**src/design/cmp_ctrl_pkg.sv**
```systemverilog
// Constants, field layouts and carrier types for the comparator control block
package cmp_ctrl_pkg;

   // ==========================================================
   // Register map (byte addresses, APB word aligned)
   localparam logic [7:0] CON0_BASE   = 8'h00;
   localparam logic [7:0] CON1_BASE   = 8'h04;
   localparam logic [7:0] CMP_STRIDE  = 8'h08;
   localparam logic [7:0] MIRROR_OFS  = 8'h10;
   localparam logic [7:0] FLAG_OFS    = 8'h14;
   localparam logic [7:0] IRQ_EN_OFS  = 8'h18;

   // ==========================================================
   // First control register fields
   localparam int B_ON   = 7;
   localparam int B_RES  = 6;
   localparam int B_OE   = 5;
   localparam int B_INV  = 4;
   localparam int B_SP   = 2;
   localparam int B_HYS  = 1;
   localparam int B_SYNC = 0;

   // ==========================================================
   // Second control register fields
   localparam int B_RISE = 7;
   localparam int B_FALL = 6;
   localparam int B_PCH  = 4;
   localparam int B_NCH  = 0;

   // ==========================================================
   // Positive input codes
   localparam logic [1:0] PLUS_PIN    = 2'h0;
   localparam logic [1:0] PLUS_DAC    = 2'h1;
   localparam logic [1:0] PLUS_FIXREF = 2'h2;
   localparam logic [1:0] PLUS_GND    = 2'h3;

   localparam logic SP_RESET = 1'b1;
   localparam logic [31:0] ZERO_WORD = 32'h0000_0000;

   // ==========================================================
   // Carriers
   typedef struct packed {
      logic       on;
      logic       oe;
      logic       inv;
      logic       sp;
      logic       hys;
      logic       tsync;
      logic       rise;
      logic       fall;
      logic [1:0] pch;
      logic [1:0] nch;
   } ctrl_type;

   localparam ctrl_type CTRL_RESET = '{on: 1'b0, oe: 1'b0, inv: 1'b0,
      sp: SP_RESET, hys: 1'b0, tsync: 1'b0, rise: 1'b0, fall: 1'b0,
      pch: PLUS_PIN, nch: 2'h0};

   // Controls for the analog front end of one comparator
   typedef struct packed {
      logic       enable;
      logic       low_power;
      logic       hysteresis;
      logic [3:0] plus_route;
      logic [3:0] minus_route;
   } analog_ctrl_type;

   // Pin control of one comparator output pin
   typedef struct packed {
      logic data;
      logic override;
      logic drive_en;
   } pin_ctrl_type;

endpackage

```
**src/design/cmp_ctrl.sv**
```systemverilog
// Comparator control logic with APB register access
// Overview
// Each comparator has two control words, a shared mirror word,
// a shared event flag word and a shared irq enable word.
// The analog decision arrives asynchronously and is synchronised
// before anything reads it, so every register here is on clk.
// The timer clocks are sampled too; their falling edge is found
// by comparing two samples, not by clocking on the timer clock.
// That costs a few cycles of delay against the real timer edge,
// which is fine while the timer clock is much slower than clk.
// A timer clock faster than a quarter of clk is not supported.
// Every output leaves through a flop, so outputs trail their
// source registers by one cycle.
//
// The APB interface to the registers and the register offsets were chosen for this implementation.
module cmp_ctrl #(
   parameter int NUM_CMP = 2
) (
   // Clock and reset
   input  wire logic                                  clk,
   input  wire logic                                  rst,
   // APB slave
   input  wire logic                                  psel,
   input  wire logic                                  penable,
   input  wire logic                                  pwrite,
   input  wire logic [7:0]                            paddr,
   input  wire logic [31:0]                           pwdata,
   output logic                                       pready,
   output logic [31:0]                                prdata,
   output logic                                       pslverr,
   // Analog front end
   input  wire logic [NUM_CMP-1:0]                    raw_above,
   output cmp_ctrl_pkg::analog_ctrl_type [NUM_CMP-1:0] analog,
   // Gate timer clocks and prescaler use
   input  wire logic                                  gate_clk_raw,
   input  wire logic                                  gate_clk_scaled,
   input  wire logic                                  gate_prescale_used,
   output logic [NUM_CMP-1:0]                         gate_source,
   // Output pins
   input  wire logic [NUM_CMP-1:0]                    pin_direction,
   output cmp_ctrl_pkg::pin_ctrl_type [NUM_CMP-1:0]    pin,
   // Shutdown sources and event flags
   output logic [NUM_CMP-1:0]                         shutdown_source,
   output logic [NUM_CMP-1:0]                         event_request
);

   // ==========================================================
   // State
   // ctrl holds the writable control fields of each comparator.
   // compare_result is the polarity-corrected result, read by
   // software and by the edge detectors; result_prev is its
   // value one cycle earlier, for those detectors.
   // sync_latch is the copy taken on a falling timer clock edge.
   // gclk_* carry the sampled timer clocks and their edge.
   cmp_ctrl_pkg::ctrl_type ctrl [NUM_CMP];
   logic [NUM_CMP-1:0]     compare_result;
   logic [NUM_CMP-1:0]     result_prev;
   logic [NUM_CMP-1:0]     sync_latch;
   logic [NUM_CMP-1:0]     compare_event_flag;
   logic [NUM_CMP-1:0]     compare_irq_enable;
   logic [NUM_CMP-1:0]     above_meta;
   logic [NUM_CMP-1:0]     above_sync;
   logic [1:0]             gclk_meta;
   logic [1:0]             gclk_sync;
   logic                   gclk_prev;
   logic                   gclk_sel;
   logic                   gclk_fall;
   logic                   access;
   logic                   wr_en;
   logic [NUM_CMP-1:0]     next_result;
   logic [NUM_CMP-1:0]     edge_hit;

   // ==========================================================
   // Helpers
   // route turns a two-bit select code into a one-hot switch set
   // and opens every switch while the comparator is off.
   // reg_addr gives the byte address of a per-comparator word;
   // it is shared by the write decode and the read decode, so
   // the two can never drift apart.
   // Both stay within eight bits for the default of two units.
   function automatic logic [3:0] route(input logic en, input logic [1:0] code);
      route = en ? (4'h1 << code) : 4'h0;
   endfunction

   function automatic logic [7:0] reg_addr(input logic [7:0] base, input int idx);
      reg_addr = base + 8'(idx) * cmp_ctrl_pkg::CMP_STRIDE;
   endfunction

   // ==========================================================
   // Synchronisers for the analog outputs and timer clocks
   // Two flops each; only the second flop is read by logic.
   // The analog output can change at any time, and a slowly
   // moving input may chatter, so metastability is likely here.
   // The two timer clocks share one stage pair; they are
   // unrelated to clk and to each other.
   // Reset clears both stages so no false edge follows reset.
   always_ff @(posedge clk) begin
      if (rst) begin
         above_meta <= '0;
         above_sync <= '0;
         gclk_meta  <= 2'h0;
         gclk_sync  <= 2'h0;
      end else begin
         above_meta <= raw_above;
         above_sync <= above_meta;
         gclk_meta  <= {gate_clk_scaled, gate_clk_raw};
         gclk_sync  <= gclk_meta;
      end
   end

   // Latch clock follows the prescaled clock when the prescaler is in use
   // The choice is made after the synchronisers, so switching the
   // prescaler use never exposes an unsynchronised clock.
   // Switching between two clocks in different phases can look
   // like a falling edge once; software should switch with sync off.
   // gclk_prev resets low, matching the idle level of the clocks,
   // so the first cycle after reset never shows a falling edge.
   assign gclk_sel  = gate_prescale_used ? gclk_sync[1] : gclk_sync[0];
   assign gclk_fall = gclk_prev & ~gclk_sel;

   always_ff @(posedge clk) begin
      if (rst) begin
         gclk_prev <= 1'b0;
      end else begin
         gclk_prev <= gclk_sel;
      end
   end

   // ==========================================================
   // Result path: a disabled comparator reads as low before inversion,
   // The edge detectors compare the registered result against its
   // value a cycle earlier, so an edge is seen once per change.
   // Rise and fall are qualified separately by their enables.
   // The invert bit applies even while the comparator is off;
   // this is what lets software raise a flag with no input.
   // so toggling on or invert still gives an edge
   always_comb begin
      for (int i = 0; i < NUM_CMP; i++) begin
         next_result[i] = (ctrl[i].on & above_sync[i]) ^ ctrl[i].inv;
         edge_hit[i] = (ctrl[i].rise & compare_result[i] & ~result_prev[i])
                     | (ctrl[i].fall & ~compare_result[i] & result_prev[i]);
      end
   end

   // Internal copy refreshed on every clock
   // This copy feeds the readable bits, the mirror word, the edge
   // detectors, the shutdown outputs and the timer gate.
   // Holding one copy keeps all of them consistent in a cycle.
   // After the comparator is switched on, software should read
   // the result once before acting on it; it settles late.
   always_ff @(posedge clk) begin
      if (rst) begin
         compare_result <= '0;
         result_prev    <= '0;
      end else begin
         compare_result <= next_result;
         result_prev    <= compare_result;
      end
   end

   // Falling edge of the timer clock keeps clear of its rising increment
   // The latch runs whether or not sync mode is chosen; only the
   // output select looks at the mode bit.
   // Turning sync mode on therefore shows the last latched value
   // at once, not the live result, until the next falling edge.
   // Software that gates the timer should keep sync mode on.
   always_ff @(posedge clk) begin
      if (rst) begin
         sync_latch <= '0;
      end else if (gclk_fall) begin
         sync_latch <= compare_result;
      end
   end

   // ==========================================================
   // APB access strobes; answer one cycle into the access phase
   // access is high for one cycle per transfer: the first access
   // phase cycle. pready follows it one cycle later and then masks
   // access, so a held request is never taken twice.
   // Every transfer therefore lasts a setup cycle and two access
   // cycles; back to back transfers are accepted.
   assign access = psel & penable & ~pready;
   assign wr_en  = access & pwrite;

   always_ff @(posedge clk) begin
      if (rst) begin
         pready <= 1'b0;
      end else begin
         pready <= access;
      end
   end

   // Control registers
   // Writes take effect at the edge that takes the access.
   // Unused bits of a written word are dropped; the result bit
   // of the first control word is read only.
   // The speed bit resets to normal speed, all others to zero.
   // Writes to unmapped addresses change nothing.
   always_ff @(posedge clk) begin
      if (rst) begin
         for (int i = 0; i < NUM_CMP; i++) begin
            ctrl[i] <= cmp_ctrl_pkg::CTRL_RESET;
         end
         compare_irq_enable <= '0;
      end else begin
         for (int i = 0; i < NUM_CMP; i++) begin
            if (wr_en && paddr == reg_addr(cmp_ctrl_pkg::CON0_BASE, i)) begin
               ctrl[i].on    <= pwdata[cmp_ctrl_pkg::B_ON];
               ctrl[i].oe    <= pwdata[cmp_ctrl_pkg::B_OE];
               ctrl[i].inv   <= pwdata[cmp_ctrl_pkg::B_INV];
               ctrl[i].sp    <= pwdata[cmp_ctrl_pkg::B_SP];
               ctrl[i].hys   <= pwdata[cmp_ctrl_pkg::B_HYS];
               ctrl[i].tsync <= pwdata[cmp_ctrl_pkg::B_SYNC];
            end else if (wr_en && paddr == reg_addr(cmp_ctrl_pkg::CON1_BASE, i)) begin
               ctrl[i].rise <= pwdata[cmp_ctrl_pkg::B_RISE];
               ctrl[i].fall <= pwdata[cmp_ctrl_pkg::B_FALL];
               ctrl[i].pch  <= pwdata[cmp_ctrl_pkg::B_PCH +: 2];
               ctrl[i].nch  <= pwdata[cmp_ctrl_pkg::B_NCH +: 2];
            end
         end
         if (wr_en && paddr == cmp_ctrl_pkg::IRQ_EN_OFS) begin
            compare_irq_enable <= pwdata[NUM_CMP-1:0];
         end
      end
   end

   // Event flags: a zero written clears, a new edge in that cycle wins
   // Writing a one leaves a flag alone, so software can clear one
   // comparator's flag without a read-modify-write race on the
   // other. An edge in the clearing cycle keeps its flag set,
   // so an event is never lost to a clear.
   always_ff @(posedge clk) begin
      if (rst) begin
         compare_event_flag <= '0;
      end else if (wr_en && paddr == cmp_ctrl_pkg::FLAG_OFS) begin
         compare_event_flag <= (compare_event_flag & pwdata[NUM_CMP-1:0])
                             | edge_hit;
      end else begin
         compare_event_flag <= compare_event_flag | edge_hit;
      end
   end

   // ==========================================================
   // Read data; unmapped addresses at or above the mirror word answer zero with an error
   // Read data is loaded at the taking edge and stands with pready.
   // It holds its value until the next access is taken.
   // Offsets below the mirror word that name no register read
   // zero, with an error only past the last comparator's words.
   always_ff @(posedge clk) begin
      if (rst) begin
         prdata  <= cmp_ctrl_pkg::ZERO_WORD;
         pslverr <= 1'b0;
      end else if (access) begin
         prdata  <= cmp_ctrl_pkg::ZERO_WORD;
         pslverr <= 1'b0;
         if (paddr == cmp_ctrl_pkg::MIRROR_OFS) begin
            prdata[NUM_CMP-1:0] <= compare_result;
         end else if (paddr == cmp_ctrl_pkg::FLAG_OFS) begin
            prdata[NUM_CMP-1:0] <= compare_event_flag;
         end else if (paddr == cmp_ctrl_pkg::IRQ_EN_OFS) begin
            prdata[NUM_CMP-1:0] <= compare_irq_enable;
         end else if (paddr >= cmp_ctrl_pkg::MIRROR_OFS) begin
            pslverr <= 1'b1;
         end else begin
            for (int i = 0; i < NUM_CMP; i++) begin
               if (paddr == reg_addr(cmp_ctrl_pkg::CON0_BASE, i)) begin
                  prdata[cmp_ctrl_pkg::B_ON]   <= ctrl[i].on;
                  prdata[cmp_ctrl_pkg::B_RES]  <= compare_result[i];
                  prdata[cmp_ctrl_pkg::B_OE]   <= ctrl[i].oe;
                  prdata[cmp_ctrl_pkg::B_INV]  <= ctrl[i].inv;
                  prdata[cmp_ctrl_pkg::B_SP]   <= ctrl[i].sp;
                  prdata[cmp_ctrl_pkg::B_HYS]  <= ctrl[i].hys;
                  prdata[cmp_ctrl_pkg::B_SYNC] <= ctrl[i].tsync;
               end else if (paddr == reg_addr(cmp_ctrl_pkg::CON1_BASE, i)) begin
                  prdata[cmp_ctrl_pkg::B_RISE]       <= ctrl[i].rise;
                  prdata[cmp_ctrl_pkg::B_FALL]       <= ctrl[i].fall;
                  prdata[cmp_ctrl_pkg::B_PCH +: 2]   <= ctrl[i].pch;
                  prdata[cmp_ctrl_pkg::B_NCH +: 2]   <= ctrl[i].nch;
               end
            end
            if (paddr >= reg_addr(cmp_ctrl_pkg::CON0_BASE, NUM_CMP)) begin
               pslverr <= 1'b1;
            end
         end
      end
   end

   // ==========================================================
   // Analog front end controls; every input opens while the comparator is off
   // The enable also parks the comparator at minimum current.
   // Low power is the inverse of the speed bit and may change at
   // any time; the front end only slows down.
   // Hysteresis passes through unchanged.
   always_ff @(posedge clk) begin
      if (rst) begin
         analog <= '0;
      end else begin
         for (int i = 0; i < NUM_CMP; i++) begin
            analog[i].enable      <= ctrl[i].on;
            analog[i].low_power   <= ~ctrl[i].sp;
            analog[i].hysteresis  <= ctrl[i].hys;
            analog[i].plus_route  <= route(ctrl[i].on, ctrl[i].pch);
            analog[i].minus_route <= route(ctrl[i].on, ctrl[i].nch);
         end
      end
   end

   // ==========================================================
   // Timer gate, pin and shutdown outputs; one register stage so that
   // The pin override follows the output enable alone; the on bit
   // only gates the pin drive, together with the pin direction.
   // Shutdown sources are never latched to the timer clock.
   // event_request is the flag qualified by its irq enable.
   // every output comes from a flop, at the cost of one cycle of delay
   always_ff @(posedge clk) begin
      if (rst) begin
         gate_source     <= '0;
         pin             <= '0;
         shutdown_source <= '0;
         event_request   <= '0;
      end else begin
         for (int i = 0; i < NUM_CMP; i++) begin
            gate_source[i]  <= ctrl[i].tsync ? sync_latch[i]
                                             : compare_result[i];
            pin[i].data     <= ctrl[i].tsync ? sync_latch[i]
                                             : compare_result[i];
            pin[i].override <= ctrl[i].oe;
            pin[i].drive_en <= ctrl[i].oe & ~pin_direction[i] & ctrl[i].on;
         end
         shutdown_source <= compare_result;
         event_request   <= compare_event_flag & compare_irq_enable;
      end
   end

endmodule

```
**config.mk**
```make
export PLATFORM = sky130hd
export DESIGN_NAME = cmp_ctrl
export DESIGN_NICKNAME = d
export VERILOG_FILES = /design/src/design/cmp_ctrl_pkg.sv /design/src/design/cmp_ctrl.sv
export SDC_FILE = /design/constraint.sdc
export NUM_CORES = 1
export LEC_CHECK = 0
export BUFFER_PORTS_ARGS = -buffer_cell sky130_fd_sc_hd__buf_4
export CORE_ASPECT_RATIO = 1.75
export CORE_MARGIN = 2
export CORE_UTILIZATION = 44
export CTS_BUF_LIST = sky130_fd_sc_hd__clkbuf_4
export DETAILED_ROUTE_END_ITERATION = 8
export PLACE_DENSITY = 0.72
export SLEW_MARGIN = 25
export SYNTH_ARGS = -nofsm -noshare
export SYNTH_HDL_FRONTEND = slang
export SYNTH_SLANG_ARGS = --single-unit
```
**constraint.sdc**
```tcl
create_clock -name clk -period 2.5 [get_ports clk]
set_clock_uncertainty 0.05 [all_clocks]
set_input_delay 0.5 -clock clk [delete_from_list [all_inputs] [get_ports clk]]
set_output_delay 0.5 -clock clk [all_outputs]
set_load 0.05 [all_outputs]
```
==> metrics.cfg <==
[timing]
post-route-min-period_ps=1830
worst_pin_slew_ps=639
drv_slew=0
max-slew-margin-rel=0.573
hold_slack_ps=178
rsz0062_at_grt=false
finalSetupViolations=0
timing.final.hold_violations=0
finalSetupTns_ps=0
fmax_mhz=547
timing.final.crit_share=0.731

[routing]
drc=0
wl_per_cell_um=14.1
first_pass_iters=4
drtAntennaViolNets=0
drt_iter0_drc=206
wirelength_um=6340
drt-vias-per-instance=4.91
vias=2205

[cells_and_area]
fillerInstances=643
final_area_um2=3860
diodes=0
nets=410
final_cell_count_no_fill=449
syn_to_final_growth_pct=21.4
drive_gt1_frac=0.292

[power]
finalPower_mw=2.49
ir_worst_vdd_v=0.000454
power-per-cell-area_nw_per_um2=645
p_leak_nw=1.65

[floorplan]
design.core.area_um2=7130
pin_count=120
dieWidth_um=68.3
fp-row-count=41
initial_core_util=0.446
dieArea_um2=7950
die-height_um=116

[critical_path]
r2r_end=ctrl[1][5]
end_kind=flop
crit_start=pready
criticalPathCategory=reg -> reg
worstPathArrival_ps=1910
start_kind=flop
r2r-start=pready
r2r_setup_slack_ps=670
required_ps=2580
cp_max_fo=10
rr_worst_depth=4
critPathCapture=ctrl[1][5]

[logic_synthesis]
synth_top_family_by_area=simple AND/OR/NAND/NOR gates
synth_xor_area_frac=0.00551
syn_inst=281
synth-seq-cells=82
synth_simple_gate_area_frac=0.203
synth-adder-area-share=0
syn_avg_cell_area_um2=11.3
syn_area_um2=3180
synth_cell_types=39
synth-compound-area-share=0.0511
muxShareOfSynthArea=0.0677
seq_area_frac_synth=0.592
ys.warnings.count=0

[cts]
cts_tree=built
cts.repair.resized=0
htree_levels=3
clkTransAtPathRegs_ps=110
clk_latency_ps=420
numCtsBuffers=9
cts_hold_buf=0
cts_sinks=82
cts-root-buf=clkbuf_4
cts_setup_buffers=0
clockBufferDepth=2

[place]
gp_congestion=0.792
placed_cells=433
portBuffers=69
dp_hpwl_um=4830
place_area_um2=3720

[grt]
grt_pass1_wl_um=9620
grt_pass1_vias=2113
antenna_found_initial=0
grt_max_degree=36
grtUsageTotal=0.169
grt_overflow=0

[hold_path]
min_path_type=in -> reg
worstHoldStart=pin_direction[1]

[run]
cap_violations=0

[run_status]
outcome=complete, no violations

critical path: stages (launching register included):
cell      delay, ps
dfxtp_1         330
and3b_1         400
nand3b_1        190
nor3_1          290
or2_2           270
sequential cells by signal, indices dropped and copies added (netlist names), 4 cells and up:
register	count
ctrl	24
prdata	7
analog	22
pin	4
kinds of logic (layout without fill, tap and decap cells):
group	Yosys count	in the layout
multiplexers	14	14
other	1	25
flip-flops	82	82
XOR/XNOR	2	2
AO/OA/AOI/OAI	25	25
buffers and inverters	40	98
AND/OR/NAND/NOR	117	117
metrics by stage:
stage / utilization / setup slack (ps)
final: 0.541 / 671
after global routing: 0.541 / 592
after CTS: 0.541 / 715
after detailed placement: 0.522 / 426
after global placement: 0.522 / 453
after floorplan: - / 487
worst min-delay path by stage:
| stage | cells past startpoint | slack, ps | endpoint |
|---|---|---|---|
| finish | 2 | 180 | pin[3] |
| floorplan | 1 | 350 | analog[9] |
| global placement | 1 | 360 | analog[20] |
| global route | 2 | 150 | pin[3] |
| detailed placement | 1 | 370 | analog[9] |
| CTS | 2 | 160 | pin[3] |
cell usage after synthesis:
cell type | count | area, µm²
nand3b_1 | 2 | 15.0
or2_2 | 1 | 6.26
or4_1 | 1 | 7.51
o21bai_1 | 1 | 7.51
and3_1 | 6 | 37.5
buf_4 | 27 | 203
inv_1 | 4 | 15.0
a21o_1 | 1 | 7.51
nor3b_2 | 1 | 12.5
nand2_1 | 22 | 82.6
clkbuf_1 | 6 | 22.5
nor3b_1 | 3 | 22.5
edfxtp_1 | 24 | 721
xor2_1 | 2 | 17.5
a31o_2 | 1 | 8.76
nand4_1 | 4 | 25.0
o21ai_0 | 6 | 30.0
dfxtp_1 | 58 | 1160
nand2b_1 | 3 | 18.8
a21oi_1 | 6 | 30.0
mux4_2 | 6 | 135
mux2i_1 | 8 | 80.1
nor4b_1 | 1 | 8.76
buf_2 | 3 | 15.0
nand3_1 | 6 | 30.0
nor4b_2 | 1 | 15.0
nor2_1 | 25 | 93.8
nor2b_1 | 14 | 87.6
and2_1 | 17 | 106
a211oi_1 | 1 | 7.51
o22a_1 | 2 | 17.5
a311oi_1 | 2 | 17.5
nor3_1 | 6 | 30.0
conb_1 | 1 | 3.75
nor4_4 | 1 | 21.3
a22oi_1 | 4 | 30.0
a31oi_1 | 1 | 6.26
and3b_1 | 2 | 17.5
nand2_2 | 1 | 6.26
power breakdown:
group	switching (mW)	total, mW	internal, mW
sequential	0.0259	1.43	1.40
combinational	0.216	0.308	0.0920
clock	0.426	0.752	0.325
total	0.668	2.49	1.82
area by class of cell:
| type | count | area, µm² | share of cell area |
|---|---|---|---|
| clock buffers | 11 | 82.6 | 0.0214 |
| clock inverters | 5 | 53.8 | 0.0139 |
| inverters | 4 | 15.0 | 0.00389 |
| multi-input cells | 183 | 1130 | 0.294 |
| flip-flops and latches | 82 | 1880 | 0.488 |
| well taps | 86 | 108 | 0.0279 |
| repair buffers | 78 | 586 | 0.152 |
per-layer routing:
| layer | vias to the layer above | global-route usage | part of all wire |
|---|---|---|---|
| li1 | 1074 | - | - |
| met5 | - | 0 | 0 |
| met3 | 6 | 0.0424 | 0.059 |
| met1 | 1036 | 0.169 | 0.35 |
| met4 | 0 | 0.0840 | 0.014 |
| met2 | 89 | 0.313 | 0.57 |
cell usage in the layout (no fill, tap or decap), drive strengths merged, types with 8 or more instances in the layout:
cell type	count
mux2i	8
and2	17
nor2b	14
edfxtp	24
clkbuf	11
nand2	23
buf	78
conb	25
dfxtp	58
nor2	25
Power figures use the tool's default switching activity.
